## config.mk

```make
export PLATFORM = sky130hd
export DESIGN_NAME = ebt_timer
export DESIGN_NICKNAME = d
export VERILOG_FILES = /design/src/ebt_pkg.sv /design/src/ebt_timer.sv
export SDC_FILE = /design/constraint.sdc
export NUM_CORES = 1
export LEC_CHECK = 0
export BUFFER_PORTS_ARGS = -buffer_cell sky130_fd_sc_hd__buf_2
export CORE_MARGIN = 4
export CORE_UTILIZATION = 51
export CTS_BUF_LIST = sky130_fd_sc_hd__clkbuf_4 sky130_fd_sc_hd__clkbuf_8 sky130_fd_sc_hd__clkbuf_16
export DETAILED_ROUTE_END_ITERATION = 8
export GPL_TIMING_DRIVEN = 0
export PLACE_DENSITY_LB_ADDON = 0.25
export SYNTH_ARGS = -nofsm -noshare
export SYNTH_HDL_FRONTEND = slang
export SYNTH_SLANG_ARGS = --single-unit
```

## constraint.sdc

```tcl
create_clock -name clock -period 3.7 [get_ports clock]
set_clock_uncertainty 0.15 [all_clocks]
set_input_delay 0.74 -clock clock [delete_from_list [all_inputs] [get_ports clock]]
set_output_delay 0.74 -clock clock [all_outputs]
set_load 0.005 [all_outputs]
```

## src/ebt_pkg.sv

```systemverilog
// Package of constants for the eight-bit timer control and status block
package ebt_pkg;
    // Register offsets (block-local map)
    localparam logic [3:0] EBT_OFF_CTRL_TWO  = 4'h0;
    localparam logic [3:0] EBT_OFF_CTRL_ONE  = 4'h1;
    localparam logic [3:0] EBT_OFF_FLAGS     = 4'h2;
    localparam logic [3:0] EBT_OFF_CAP_ONE   = 4'h3;
    localparam logic [3:0] EBT_OFF_CMP_ONE   = 4'h4;
    localparam logic [3:0] EBT_OFF_COUNT     = 4'h5;
    localparam logic [3:0] EBT_OFF_ALT_COUNT = 4'h6;
    localparam logic [3:0] EBT_OFF_CAP_TWO   = 4'h7;
    localparam logic [3:0] EBT_OFF_CMP_TWO   = 4'h8;
    // Control one fields
    localparam int EBT_C1_CAP_IE  = 7;
    localparam int EBT_C1_CMP_IE  = 6;
    localparam int EBT_C1_OVF_IE  = 5;
    localparam int EBT_C1_FORCE2  = 4;
    localparam int EBT_C1_FORCE1  = 3;
    localparam int EBT_C1_LEVEL2  = 2;
    localparam int EBT_C1_EDGE1   = 1;
    localparam int EBT_C1_LEVEL1  = 0;
    // Control two fields
    localparam int EBT_C2_PIN1_EN = 7;
    localparam int EBT_C2_PIN2_EN = 6;
    localparam int EBT_C2_ONEPULS = 5;
    localparam int EBT_C2_PWM     = 4;
    localparam int EBT_C2_CLK_HI  = 3;
    localparam int EBT_C2_CLK_LO  = 2;
    localparam int EBT_C2_EDGE2   = 1;
    // Flag register fields
    localparam int EBT_F_CAP1     = 7;
    localparam int EBT_F_CMP1     = 6;
    localparam int EBT_F_OVF      = 5;
    localparam int EBT_F_CAP2     = 4;
    localparam int EBT_F_CMP2     = 3;
    localparam int EBT_F_FREEZE   = 2;
    // Reset and reload values
    localparam logic [7:0] EBT_CTRL_RESET  = 8'h00;
    localparam logic [7:0] EBT_COUNT_RESET = 8'hfc;
    localparam logic [7:0] EBT_COUNT_TOP   = 8'hff;
    localparam logic [7:0] EBT_CTRL2_MASK  = 8'hfe;
    // Prescaler divide counts
    localparam int EBT_DIV_BY2    = 2;
    localparam int EBT_DIV_BY4    = 4;
    localparam int EBT_DIV_BY8    = 8;
    localparam int EBT_DIV_SLOW   = 8000;
    localparam logic [1:0] EBT_CLK_DIV4 = 2'b00;
    localparam logic [1:0] EBT_CLK_DIV2 = 2'b01;
    localparam logic [1:0] EBT_CLK_DIV8 = 2'b10;
    localparam logic [1:0] EBT_CLK_SLOW = 2'b11;
endpackage

```

## src/ebt_timer.sv

```systemverilog
// Eight-bit timer: control, status, capture, compare and pin logic
//
// Summary of operation
// All events share one gated interrupt request
// Capture enable gates both capture flags
// Compare enable gates both compare flags
// Overflow enable gates overflow flag
// Force bit two drives level two out
// Force bit one drives level one out
// Level two to pin two, pin one modes
// Capture one edge bit picks polarity
// Level one to pin one on match
// Pin enables only gate the pins
// One-pulse: capture edge triggers single pulse
// PWM: compare one length, two period
// Clock select picks prescaler divide
// Capture two edge; bit zero reserved
// Capture flag one set and cleared
// Compare flag one set and cleared
// Overflow flag; alternate counter keeps it
// Capture flag two set and cleared
// Compare flag two set and cleared
// Freeze bit stops count, disables outputs
// No compare flags in PWM mode
// Capture one register holds counter copy
// PWM match or pulse trigger reloads FCh
// Clear needs prior flag read, no newer set
`timescale 1ns/10ps
module ebt_timer
    import ebt_pkg::*;
#(
    parameter int SLOW_DIV = EBT_DIV_SLOW
) (
    // Clock and reset
    input  wire logic       clock,
    input  wire logic       arst_n,
    // Register port
    input  wire logic [3:0] reg_addr,
    input  wire logic [7:0] reg_wdata,
    input  wire logic       reg_write,
    input  wire logic       reg_read,
    output logic      [7:0] reg_rdata,
    // Slow clock tick from oscillator domain, already on this clock
    input  wire logic       osc_tick,
    // CPU side interrupt mask (high means masked)
    input  wire logic       cpu_irq_mask,
    // Capture input pins
    input  wire logic       capture_input_one,
    input  wire logic       capture_input_two,
    // Compare output pins and their alternate-function enables
    output logic            compare_output_one,
    output logic            compare_output_one_en,
    output logic            compare_output_two,
    output logic            compare_output_two_en,
    // Interrupt request and wake from wait
    output logic            timer_irq
);
    import ebt_pkg::*;

    // Slow divider must fit the 14-bit prescaler and count at least two ticks
    if (SLOW_DIV < 2 || SLOW_DIV > 16383) begin : g_bad_slow_div
        $error("SLOW_DIV out of range");
    end

    logic [7:0]  ctrl_one_q, ctrl_two_q, count_q, cap_one_q, cap_two_q;
    logic [7:0]  cmp_one_q, cmp_two_q, cmp_one_act_q, cmp_two_act_q;
    logic        f_cap1_q, f_cmp1_q, f_ovf_q, f_cap2_q, f_cmp2_q, freeze_q;
    logic        arm_cap1_q, arm_cmp1_q, arm_ovf_q, arm_cap2_q, arm_cmp2_q;
    logic [13:0] presc_q;
    logic [1:0]  sync1_q, sync2_q;
    logic        cap1_s_q, cap2_s_q;
    logic        pin1_q, pin2_q;

    // Two flops for each pin, then a history flop for edge detection
    always_ff @(posedge clock or negedge arst_n) begin
        if (!arst_n) begin
            sync1_q  <= 2'b00;
            sync2_q  <= 2'b00;
            cap1_s_q <= 1'b0;
            cap2_s_q <= 1'b0;
        end else begin
            sync1_q  <= {sync1_q[0], capture_input_one};
            sync2_q  <= {sync2_q[0], capture_input_two};
            cap1_s_q <= sync1_q[1];
            cap2_s_q <= sync2_q[1];
        end
    end

    // Mode decode; PWM wins over one-pulse when both are set
    logic pwm_mode, one_pulse_mode;
    assign pwm_mode       = ctrl_two_q[EBT_C2_PWM];
    assign one_pulse_mode = ctrl_two_q[EBT_C2_ONEPULS] & ~pwm_mode;

    // Edge select: one picks rising, zero falling
    function automatic logic edge_seen(input logic now, input logic was,
                                       input logic rising);
        edge_seen = rising ? (now & ~was) : (~now & was);
    endfunction

    logic edge1, edge2;
    assign edge1 = edge_seen(sync1_q[1], cap1_s_q, ctrl_one_q[EBT_C1_EDGE1]);
    assign edge2 = edge_seen(sync2_q[1], cap2_s_q, ctrl_two_q[EBT_C2_EDGE2]);

    // Prescaler; frozen by the freeze bit
    logic [13:0] presc_top;
    always_comb begin
        unique case (ctrl_two_q[EBT_C2_CLK_HI:EBT_C2_CLK_LO])
            EBT_CLK_DIV4: presc_top = 14'(EBT_DIV_BY4 - 1);
            EBT_CLK_DIV2: presc_top = 14'(EBT_DIV_BY2 - 1);
            EBT_CLK_DIV8: presc_top = 14'(EBT_DIV_BY8 - 1);
            EBT_CLK_SLOW: presc_top = 14'(SLOW_DIV - 1);
        endcase
    end

    logic slow_sel, tick;
    assign slow_sel = ctrl_two_q[EBT_C2_CLK_HI] & ctrl_two_q[EBT_C2_CLK_LO];
    // Slow rate counts oscillator ticks, the others count CPU cycles
    assign tick = !freeze_q && (!slow_sel || osc_tick) && (presc_q == presc_top);

    always_ff @(posedge clock or negedge arst_n) begin
        if (!arst_n) begin
            presc_q <= 14'h0000;
        end else if (!freeze_q && (!slow_sel || osc_tick)) begin
            presc_q <= (presc_q >= presc_top) ? 14'h0000 : presc_q + 14'h0001;
        end
    end

    // Access decode
    logic wr_ctrl1, wr_ctrl2, wr_flags, rd_flags, wr_cnt;
    logic acc_cap1, acc_cmp1, acc_cnt, acc_cap2, acc_cmp2;
    assign wr_ctrl1 = reg_write && reg_addr == EBT_OFF_CTRL_ONE;
    assign wr_ctrl2 = reg_write && reg_addr == EBT_OFF_CTRL_TWO;
    assign wr_flags = reg_write && reg_addr == EBT_OFF_FLAGS;
    assign rd_flags = reg_read  && reg_addr == EBT_OFF_FLAGS;
    assign wr_cnt   = reg_write && (reg_addr == EBT_OFF_COUNT
                                 || reg_addr == EBT_OFF_ALT_COUNT);
    assign acc_cap1 = (reg_read || reg_write) && reg_addr == EBT_OFF_CAP_ONE;
    assign acc_cmp1 = (reg_read || reg_write) && reg_addr == EBT_OFF_CMP_ONE;
    assign acc_cnt  = (reg_read || reg_write) && reg_addr == EBT_OFF_COUNT;
    assign acc_cap2 = (reg_read || reg_write) && reg_addr == EBT_OFF_CAP_TWO;
    assign acc_cmp2 = (reg_read || reg_write) && reg_addr == EBT_OFF_CMP_TWO;

    // Events
    logic match1, match2, wrap, pulse_trig, pwm_end;
    assign match1     = tick && count_q == cmp_one_act_q;
    assign match2     = tick && count_q == cmp_two_act_q;
    assign wrap       = tick && count_q == EBT_COUNT_TOP;
    assign pulse_trig = one_pulse_mode && edge1;
    assign pwm_end    = pwm_mode && match2;

    // Control registers
    always_ff @(posedge clock or negedge arst_n) begin
        if (!arst_n) begin
            ctrl_one_q <= EBT_CTRL_RESET;
            ctrl_two_q <= EBT_CTRL_RESET;
            freeze_q   <= 1'b0;
        end else begin
            if (wr_ctrl1) ctrl_one_q <= reg_wdata;
            if (wr_ctrl2) ctrl_two_q <= reg_wdata & EBT_CTRL2_MASK;
            if (wr_flags) freeze_q <= reg_wdata[EBT_F_FREEZE];
        end
    end

    // Compare registers; PWM takes new values only at period end
    always_ff @(posedge clock or negedge arst_n) begin
        if (!arst_n) begin
            cmp_one_q     <= 8'h00;
            cmp_two_q     <= 8'h00;
            cmp_one_act_q <= 8'h00;
            cmp_two_act_q <= 8'h00;
        end else begin
            if (reg_write && reg_addr == EBT_OFF_CMP_ONE) cmp_one_q <= reg_wdata;
            if (reg_write && reg_addr == EBT_OFF_CMP_TWO) cmp_two_q <= reg_wdata;
            if (!pwm_mode || pwm_end) begin
                cmp_one_act_q <= cmp_one_q;
                cmp_two_act_q <= cmp_two_q;
            end
        end
    end

    // Counter: write resets, trigger or PWM end reloads, else counts
    always_ff @(posedge clock or negedge arst_n) begin
        if (!arst_n) begin
            count_q <= EBT_COUNT_RESET;
        end else if (wr_cnt || pulse_trig || pwm_end) begin
            count_q <= EBT_COUNT_RESET;
        end else if (tick) begin
            count_q <= count_q + 8'h01;
        end
    end

    // Capture registers; contents undefined until first capture
    always_ff @(posedge clock) begin
        if (edge1 && !pwm_mode) cap_one_q <= count_q;
        if (edge2) cap_two_q <= count_q;
    end

    // Flags: set beats clear; clear needs an access to the flag's own register after an arming flag-register read
    logic set_cap1, set_cmp1, set_cap2, set_cmp2;
    assign set_cap1 = (edge1 && !pwm_mode) || pwm_end;
    assign set_cmp1 = match1 && !pwm_mode && !one_pulse_mode;
    assign set_cmp2 = match2 && !pwm_mode;
    assign set_cap2 = edge2;

    always_ff @(posedge clock or negedge arst_n) begin
        if (!arst_n) begin
            f_cap1_q <= 1'b0;
            f_cmp1_q <= 1'b0;
            f_ovf_q  <= 1'b0;
            f_cap2_q <= 1'b0;
            f_cmp2_q <= 1'b0;
        end else begin
            f_cap1_q <= set_cap1 | (f_cap1_q & ~(acc_cap1 & arm_cap1_q));
            f_cmp1_q <= set_cmp1 | (f_cmp1_q & ~(acc_cmp1 & arm_cmp1_q));
            f_ovf_q  <= wrap     | (f_ovf_q  & ~(acc_cnt  & arm_ovf_q));
            f_cap2_q <= set_cap2 | (f_cap2_q & ~(acc_cap2 & arm_cap2_q));
            f_cmp2_q <= set_cmp2 | (f_cmp2_q & ~(acc_cmp2 & arm_cmp2_q));
        end
    end

    // Arm on a flag read while set; a new set or the clear disarms
    always_ff @(posedge clock or negedge arst_n) begin
        if (!arst_n) begin
            arm_cap1_q <= 1'b0;
            arm_cmp1_q <= 1'b0;
            arm_ovf_q  <= 1'b0;
            arm_cap2_q <= 1'b0;
            arm_cmp2_q <= 1'b0;
        end else begin
            arm_cap1_q <= (rd_flags & f_cap1_q) | (arm_cap1_q & ~set_cap1 & ~acc_cap1);
            arm_cmp1_q <= (rd_flags & f_cmp1_q) | (arm_cmp1_q & ~set_cmp1 & ~acc_cmp1);
            arm_ovf_q  <= (rd_flags & f_ovf_q)  | (arm_ovf_q  & ~wrap     & ~acc_cnt);
            arm_cap2_q <= (rd_flags & f_cap2_q) | (arm_cap2_q & ~set_cap2 & ~acc_cap2);
            arm_cmp2_q <= (rd_flags & f_cmp2_q) | (arm_cmp2_q & ~set_cmp2 & ~acc_cmp2);
        end
    end

    // Pin levels; pulse and PWM modes use level two on pin one
    always_ff @(posedge clock or negedge arst_n) begin
        if (!arst_n) begin
            pin1_q <= 1'b0;
            pin2_q <= 1'b0;
        end else begin
            if (pulse_trig || pwm_end) begin
                pin1_q <= ctrl_one_q[EBT_C1_LEVEL2];
            end else if (match1 || (wr_ctrl1 && reg_wdata[EBT_C1_FORCE1])) begin
                pin1_q <= ctrl_one_q[EBT_C1_LEVEL1];
            end
            if (!one_pulse_mode && !pwm_mode
                && (match2 || (wr_ctrl1 && reg_wdata[EBT_C1_FORCE2]))) begin
                pin2_q <= ctrl_one_q[EBT_C1_LEVEL2];
            end
        end
    end

    // Pin drivers; enables hand the pin over, freeze drops it
    always_ff @(posedge clock or negedge arst_n) begin
        if (!arst_n) begin
            compare_output_one    <= 1'b0;
            compare_output_two    <= 1'b0;
            compare_output_one_en <= 1'b0;
            compare_output_two_en <= 1'b0;
        end else begin
            compare_output_one    <= pin1_q;
            compare_output_two    <= pin2_q;
            compare_output_one_en <= ctrl_two_q[EBT_C2_PIN1_EN] & ~freeze_q;
            compare_output_two_en <= ctrl_two_q[EBT_C2_PIN2_EN] & ~freeze_q;
        end
    end

    // Shared interrupt; wake from wait is left to the CPU side
    always_ff @(posedge clock or negedge arst_n) begin
        if (!arst_n) begin
            timer_irq <= 1'b0;
        end else begin
            timer_irq <= !cpu_irq_mask && (
                (ctrl_one_q[EBT_C1_CAP_IE] && (f_cap1_q || f_cap2_q)) ||
                (ctrl_one_q[EBT_C1_CMP_IE] && (f_cmp1_q || f_cmp2_q)) ||
                (ctrl_one_q[EBT_C1_OVF_IE] && f_ovf_q));
        end
    end

    // Read data, one cycle after the strobe; unmapped reads zero
    always_ff @(posedge clock or negedge arst_n) begin
        if (!arst_n) begin
            reg_rdata <= 8'h00;
        end else if (reg_read) begin
            unique case (reg_addr)
                EBT_OFF_CTRL_TWO:  reg_rdata <= ctrl_two_q;
                EBT_OFF_CTRL_ONE:  reg_rdata <= ctrl_one_q;
                EBT_OFF_FLAGS:     reg_rdata <= {f_cap1_q, f_cmp1_q, f_ovf_q, f_cap2_q,
                                                 f_cmp2_q, freeze_q, 2'b00};
                EBT_OFF_CAP_ONE:   reg_rdata <= cap_one_q;
                EBT_OFF_CMP_ONE:   reg_rdata <= cmp_one_q;
                EBT_OFF_COUNT:     reg_rdata <= count_q;
                EBT_OFF_ALT_COUNT: reg_rdata <= count_q;
                EBT_OFF_CAP_TWO:   reg_rdata <= cap_two_q;
                EBT_OFF_CMP_TWO:   reg_rdata <= cmp_two_q;
                default:           reg_rdata <= 8'h00;
            endcase
        end else begin
            reg_rdata <= 8'h00;
        end
    end

endmodule // ebt_timer

```

==> reports/results.tsv, run 1 <==
metric	value	unit
slew_headroom	0.227	
clock_sinks	117	
crit_path_top_delay_cell	dfrtp_1	
diodes	0	
first_global_vias	4215	
die_h	111	microns
grtUsageTotal	0.235	
cp_num_buf_inv	1	
synthCells	470	
gp_congestion	0.892	
yosys.area.top_type	dfrtp_1	
critPathLaunch	ctrl_two_q[3]$_DFFE_PN0P_	
setup_tns	0	ns
r2r_cells	8	
ys_seq_area_frac	0.556	
clkTransAtPathRegs	0.06	ns
clockBufferDepth	2	
via_per_inst	6.06	
reg2reg_from	ctrl_two_q[3]$_DFFE_PN0P_	
netlist_area	5430	sq um
dp.cells	638	
die-area	12400	sq um
routed_wl	13.8	mm
setup.worst_path.start_class	flip-flop	
rows	37	
cts_tree	done	
maxSlewViolCount	0	
slowest_delay	0.45	ns
worstMarginPinSlew	1.16	ns
htreeDepth	4	
timing.fmax	291	MHz
yosysTopAreaCellShare	0.438	
synthToLayoutAreaGrowth	18.3	%
netlist_top_cells_area	dfrtp_1 44%, edfxtp_1 8.9%, mux2_1 8.5%	
status	finished, final reports clean	
fin_crit_sh	0.927	
crit_end	cmp_two_act_q[4]$_DFFE_PN0P_	
power_density	664	nW/um^2
synth_warnings	0	
ys.flop_type	dfrtp_1	
cts_buffers	17	
cp_max_fo	10	
grt_max_degree	66	
ant_nets	0	
crit_family	simple AND/OR/NAND/NOR gates	
drc	0	
port_buffers	30	
async_reset_ff_frac	0.863	
path_cells	nand2_1, ha_1, and4b_2, and4_1, nand4_1, nand2_2, buf_4, mux2_1	
cp_num_cells	8	
dr.first_iter.drc_count	320	
wl_per_cell	20.6	microns
final_cells	669	
worst_ep_required_time	3.96	ns
rsz0062_at_grt	no	
ctsResizeCount	0	
final_common_cell	dfrtp_1	
grt_pass1_wl	22.4	mm
syn_nets	502	
hold_buffers	0	
grt.overflow.total	0	
maxCapViolCount	0	
ir_worst_vdd	0.368	mV
syn_avg_cell_area	11.5	sq um
clock_latency	0.54	ns
post_cts_buffers	0	
design.core.area	10300	sq um
cp-end-kind	flip-flop	
ys_ff_latch	117	
critPathKind	reg2reg	
chipWidth	111	microns
start_util	0.526	
rrSetupSlack	0.27	ns
worstReg2RegEnd	cmp_two_act_q[4]$_DFFE_PN0P_	
root_buffer	clkbuf_8	
arrival	3.69	ns
setup_viol_count_final	0	
vias	4051	
io_pins	33	
p_leak	2.73	nW
nets	553	
drtPass1Iterations	5	
drive_above_1_share	0.152	
synthDistinctLibCells	62	
antenna_found_initial	0	
most-common-layout-cells	95 x dfrtp_1, 71 x nand2_1, 41 x mux2_1, 30 x buf_2, 23 x xnor2_1	
finalCriticalPeriod	3.43	ns
synth_edf_count	16	
finalHoldViolations	0	
hp-class	in2async	
dp_hpwl	9.31	mm
## synthesized netlist by cell type (all sizes together), types with 4 or more instances
cell type   n
a31oi      10
nor3        7
and2        4
a22oi       6
clkbuf     14
a21o        4
dfrtp      95
mux2       41
nand4       7
nand3b      4
xor2       10
nor2       21
ha         12
nand3      15
a21oi       7
dfstp       6
a222oi     10
xnor2      23
nor4       12
a22o        5
and3        4
o21ai      11
edfxtp     16
nor2b       7
inv         9
nand2      72
## through the flow
stage	hold slack, ns	cell area (sq um)	worst slack [ns]	util	total power, W
4_1_cts	0.0270	6420	0.306	0.622	0.00430
5_1_grt	0.0535	6420	0.102	0.622	0.00447
6_report	0.0224	6420	0.269	0.622	0.00427
2_1_floorplan	0.181	5430	1.05	-	0.00222
3_3_place_gp	0.183	5750	0.427	0.557	0.00245
3_5_place_dp	0.186	5790	0.330	0.560	0.00250
## metal layers
layer  global-route usage  vias up  wire, microns  part of all wire
met5                    0        -              0                 0
met4                0.108        0            534             0.039
met3               0.0655       51           1080             0.078
met2                0.388      176           6840              0.50
met1                0.287     2006           5310              0.39
li1                     -     1818              -                 -
## state kept, by name, summed over array words and instances, names as in the netlist, 2 cells and up
register and count:
cap_one_q 8, cmp_two_q 8, sync1_q 2, reg_rdata 8
sync2_q 2, cmp_one_q 8, cap_two_q 8, cmp_one_act_q 8
presc_q 14, ctrl_two_q 7, ctrl_one_q 8, cmp_two_act_q 8
count_q 8
## logic make-up (layout without fill, tap and decap cells)
logic type / count (synthesis) / after routing / synth area share
simple gates: 170 / 170 / 0.162
mux: 44 / 44 / 0.0906
compound gates: 68 / 68 / 0.0922
flops: 117 / 117 / 0.556
buf+inv: 26 / 89 / 0.0189
fa+ha+maj: 12 / 12 / 0.0277
xor+xnor: 33 / 33 / 0.0532
## worst min path at each step
stage	startpoint	to	slack [ns]	depth (start not counted)
3_5_place_dp	sync2_q[0]$_DFF_PN0_	sync2_q[1]$_DFF_PN0_	0.19	0
3_3_place_gp	sync1_q[0]$_DFF_PN0_	sync1_q[1]$_DFF_PN0_	0.18	0
4_1_cts	arst_n	reg_rdata[3]$_DFF_PN0_	0.03	1
5_1_grt	arst_n	reg_rdata[3]$_DFF_PN0_	0.05	1
2_1_floorplan	sync1_q[0]$_DFF_PN0_	sync1_q[1]$_DFF_PN0_	0.18	0
6_report	arst_n	ctrl_two_q[4]$_DFFE_PN0P_	0.02	1
## report_power, final
| group | internal [W] | switching [W] |
|---|---|---|
| Clock | 0.00118 | 0.000596 |
| Sequential | 0.00155 | 0.000217 |
| Combinational | 0.000318 | 0.000404 |
| Total | 0.00305 | 0.00122 |
## area by class of cell
cell class	count	area (sq um)
Clock buffer	19	435
Buffer	17	68.8
Clock inverter	12	203
Sequential cell	117	3020
Inverter	9	33.8
Fill cell	833	3900
Multi-Input combinational cell	327	2310
Tap cell	136	170
Timing Repair Buffer	32	188
Note: power is estimated with default switching activity, not from simulation.
==> inputs of run 2 (changes only) <==
Settings changed: CTS_BUF_LIST sky130_fd_sc_hd__clkbuf_4 sky130_fd_sc_hd__clkbuf_8 sky130_fd_sc_hd__clkbuf_16 to sky130_fd_sc_hd__clkbuf_4, GPL_ROUTABILITY_DRIVEN set to 0.
==> reports/results.tsv, run 2 (synthesis gave the netlist of run 1 again) <==
metric	value	unit
largest_register_ffs	14	
first_global_vias	4100	
nets	554	
timing.fmax	291	MHz
drtPass1Iterations	5	
largest_register	presc_q	
die_h	111	microns
critPathKind	reg2reg	
most-common-layout-cells	95 x dfrtp_1, 71 x nand2_1, 41 x mux2_1, 30 x buf_2, 23 x xnor2_1	
drc	0	
vias	4017	
start_util	0.526	
maxCapViolCount	0	
cp-end-kind	flip-flop	
fin_crit_sh	0.928	
dp_hpwl	9.31	mm
finalHoldViolations	0	
grtUsageTotal	0.226	
synthToLayoutAreaGrowth	13.1	%
grt.overflow.total	0	
setup_viol_count_final	0	
arrival	3.71	ns
clockBufferDepth	2	
routed_wl	13.3	mm
cts_tree	done	
maxSlewViolCount	0	
ff_latch_area	3020	sq um
htreeDepth	4	
rows	37	
grt_max_degree	66	
worst_ep_required_time	3.97	ns
status	finished, final reports clean	
drive_above_1_share	0.150	
p_total	0.00359	W
clock_sinks	117	
final_common_cell	dfrtp_1	
design.core.area	10300	sq um
finalCriticalPeriod	3.43	ns
antenna_found_initial	0	
ir_worst_vdd	0.317	mV
diodes	0	
dr.first_iter.drc_count	388	
root_buffer	clkbuf_4	
worstMarginPinSlew	1.19	ns
hp-class	in2reg	
wl_per_cell	19.8	microns
chipWidth	111	microns
p_leak	2.61	nW
io_pins	33	
power_density	586	nW/um^2
cts_buffers	17	
clock_latency	0.55	ns
setup.worst_path.start_class	flip-flop	
final.fill_count	875	
rsz0062_at_grt	no	
die-area	12400	sq um
via_per_inst	6.00	
port_buffers	30	
slew_headroom	0.206	
ant_nets	0	
cp_max_fo	10	
multiInputGateArea	2310	sq um
post_cts_buffers	0	
setup_tns	0	ns
clkTransAtPathRegs	0.10	ns
grt_pass1_wl	21.7	mm
-- run 2: cell count changes in the layout (fill, tap and decap cells not counted) --
cell,before,now
clkbuf_8,2,0
clkinv_1,0,1
clkbuf_16,16,0
clkbuf_4,1,18
dlygate4sd3_1,0,1
-- run 2: cell type report --
class                      instances  area share
sequential                       117       0.491
multi-input combinational        327       0.376
clock inverter                    13      0.0336
timing repair buffer              33      0.0322
tap                              136      0.0277
clock buffer                      18      0.0220
buffer                            17      0.0112
inverter                           9     0.00550
-- run 2: worst paths after layout --
check                                           from                      endpoint  slack, ns  depth (start not counted)
max in group asynchronous                     arst_n        count_q[2]$_DFFE_PN1P_       2.13                          3
min                                capture_input_one          sync1_q[0]$_DFF_PN0_       0.16                          1
min in group asynchronous                     arst_n      cmp_one_q[5]$_DFFE_PN0P_       0.55                          2
max                        ctrl_two_q[3]$_DFFE_PN0P_  cmp_one_act_q[6]$_DFFE_PN0P_       0.27                          8
min reg2reg                     sync1_q[0]$_DFF_PN0_          sync1_q[1]$_DFF_PN0_       0.20                          0
max reg2reg                ctrl_two_q[3]$_DFFE_PN0P_  cmp_one_act_q[6]$_DFFE_PN0P_       0.27                          8
-- run 2: what timing repair did --
item,CTS,global route
gates resized for setup,0,0
hold endpoints to repair,11,0
hold buffers,1,0
-- run 2: layer usage --
| metal | wire length [microns] | track usage | up-vias |
|---|---|---|---|
| met5 | 0 | 0 | - |
| met4 | 467 | 0.105 | 0 |
| met3 | 866 | 0.0557 | 34 |
| met2 | 6490 | 0.372 | 155 |
| met1 | 5480 | 0.281 | 2005 |
| li1 | - | - | 1823 |
-- run 2: per-stage QoR --
step           cells  hold slack [ns]  worst slack (ns)  instance area [sq um]  utilization
4_1_cts          670            0.131             0.300                   6140        0.594
2_1_floorplan    470            0.181              1.05                   5430            -
3_5_place_dp     638            0.186             0.330                   5790        0.560
3_3_place_gp     636            0.183             0.427                   5750        0.557
6_report         670            0.161             0.266                   6140        0.594
5_1_grt          670            0.126             0.103                   6140        0.594
-- run 2: report_power, final --
group | switching, W | internal (W) | leakage, nW
Combinational | 0.000402 | 0.000318 | 1.05
Clock | 0.000510 | 0.000607 | 0.176
Sequential | 0.000214 | 0.00154 | 1.38
Total | 0.00113 | 0.00247 | 2.61
-- run 2: critical path, cell delays in order, from the launching register on --
cell	delay (ns)
dfrtp_1	0.47
nand2_1	0.25
ha_1	0.38
and4b_2	0.30
and4_1	0.29
nand4_1	0.43
nand2_2	0.41
buf_4	0.28
mux2_1	0.35
==> inputs of run 3 (changes only) <==
Settings changed: CORE_MARGIN 4 to unset.
==> reports/results.tsv, run 3 (synthesis gave the netlist of run 1 again) <==
metric	value	unit
status	finished, final reports clean	
final.fill_count	892	
power_density	545	nW/um^2
worst_ep_required_time	3.93	ns
ctsResizeCount	0	
most-common-layout-cells	95 x dfrtp_1, 71 x nand2_1, 41 x mux2_1, 30 x buf_2, 23 x xnor2_1	
maxSlewViolCount	0	
via_per_inst	6.00	
rsz0062_at_grt	no	
drtPass1Iterations	9	
slowest_delay	0.48	ns
final_common_cell	dfrtp_1	
root_buffer	clkbuf_4	
start_util	0.526	
port_buffers	30	
finalHoldViolations	0	
hold_buffers	0	
first_global_vias	3857	
wl_per_cell	19.4	microns
path_cells	nand2_1, ha_1, and4b_2, and4_1, nand4_1, nand2_2, buf_4, mux2_1	
final_cells	669	
seqPwrFrac	0.538	
drive_above_1_share	0.144	
worstMarginPinSlew	1.17	ns
nets	553	
largest_register	presc_q	
hp-class	in2async	
diodes	0	
ant_nets	0	
arrival	3.58	ns
slew_headroom	0.220	
worstReg2RegEnd	cmp_two_act_q[5]$_DFFE_PN0P_	
p_total	0.00328	W
chipWidth	105	microns
routed_wl	13.0	mm
synthToLayoutAreaGrowth	10.9	%
p_int	0.00220	W
timing.fmax	298	MHz
clockBufferDepth	2	
io_pins	33	
setup.worst_path.start_class	flip-flop	
dp.cells	638	
die-area	11100	sq um
clkTransAtPathRegs	0.11	ns
dp_hpwl	9.22	mm
dr.first_iter.drc_count	323	
critPathKind	reg2reg	
setup_tns	0	ns
multiInputGateArea	2310	sq um
clock_latency	0.50	ns
fin_util	0.583	
swShare	0.330	
power_frac_clock	0.243	
clock_sinks	117	
largest_register_ffs	14	
maxCapViolCount	0	
pwr-share-comb	0.218	
rows	37	
grt_max_degree	62	
design.core.area	10300	sq um
ff_latch_area	3020	sq um
rrSetupSlack	0.35	ns
p_leak	2.56	nW
r2r_cells	8	
die_h	105	microns
antenna_found_initial	0	
setup_viol_count_final	0	
fin_crit_sh	0.906	
grt.overflow.total	0	
htreeDepth	4	
drc	0	
post_cts_buffers	0	
reg2reg_from	ctrl_two_q[3]$_DFFE_PN0P_	
cts_tree	done	
power.net_switching	0.00108	W
grt_pass1_wl	21.0	mm
ir_worst_vdd	0.282	mV
cp-end-kind	flip-flop	
crit_path_top_delay_cell	dfrtp_1	
finalCriticalPeriod	3.35	ns
grtUsageTotal	0.255	
vias	4016	
cp_max_fo	10	
cts_buffers	17	
==> run 3: changes by cell type in the layout (fill, tap and decap cells not counted), sizes merged <==
cell         previous run  this run
bufinv                  5         1
clkbuf                 32        33
clkinv                  5         7
dlygate4sd3             1         0
inv                    10        11
==> run 3: worst max-delay path by stage <==
stage,to,cells past startpoint,startpoint,slack (ns)
after floorplan,arm_cmp1_q$_DFF_PN0_,7,ctrl_two_q[3]$_DFFE_PN0P_,1.05
after global placement,cmp_two_act_q[5]$_DFFE_PN0P_,8,ctrl_two_q[3]$_DFFE_PN0P_,0.45
after global routing,cmp_one_act_q[1]$_DFFE_PN0P_,8,ctrl_two_q[3]$_DFFE_PN0P_,0.20
after detailed placement,cmp_one_act_q[1]$_DFFE_PN0P_,8,ctrl_two_q[3]$_DFFE_PN0P_,0.39
final,cmp_two_act_q[5]$_DFFE_PN0P_,8,ctrl_two_q[3]$_DFFE_PN0P_,0.35
after CTS,cmp_one_act_q[1]$_DFFE_PN0P_,8,ctrl_two_q[3]$_DFFE_PN0P_,0.36
==> run 3: metrics by stage <==
step | hold slack (ns) | setup WS [ns] | cell area [sq um]
after floorplan | 0.181 | 1.05 | 5430
after global placement | 0.183 | 0.453 | 5750
after detailed placement | 0.186 | 0.394 | 5790
after CTS | 0.0690 | 0.359 | 6020
after global routing | 0.0768 | 0.197 | 6020
final | 0.0642 | 0.347 | 6020
==> run 3: per-layer routing <==
metal	track usage	up-vias	part of all wire
met3	0.0611	25	0.073
li1	-	1815	-
met4	0.0755	0	0.017
met1	0.331	2007	0.41
met5	0	-	0
met2	0.423	169	0.50
==> run 3: cell type report <==
type	instances	share of cell area
Clock buffer	19	0.0237
Timing Repair Buffer	32	0.0318
Sequential cell	117	0.501
Buffer	17	0.0114
Inverter	9	0.00561
Tap cell	136	0.0283
Multi-Input combinational cell	327	0.384
Clock inverter	12	0.0145
==> run 3: power groups by stage <==
stage | Sequential, W | Clock (W) | Combinational (W)
floorplan | 0.00171 | 0 | 0.000511
global placement | 0.00178 | 0 | 0.000670
detailed placement | 0.00179 | 0 | 0.000711
CTS | 0.00176 | 0.000809 | 0.000717
global route | 0.00179 | 0.000866 | 0.000811
finish | 0.00177 | 0.000798 | 0.000716
==> run 3: worst max-delay path, delay by kind of cell (launching register included) <==
kind | cells | cell delay, ns
simple gates | 5 | 1.62
flops | 1 | 0.48
fa+ha+maj | 1 | 0.38
mux | 1 | 0.34
buf+inv | 1 | 0.26
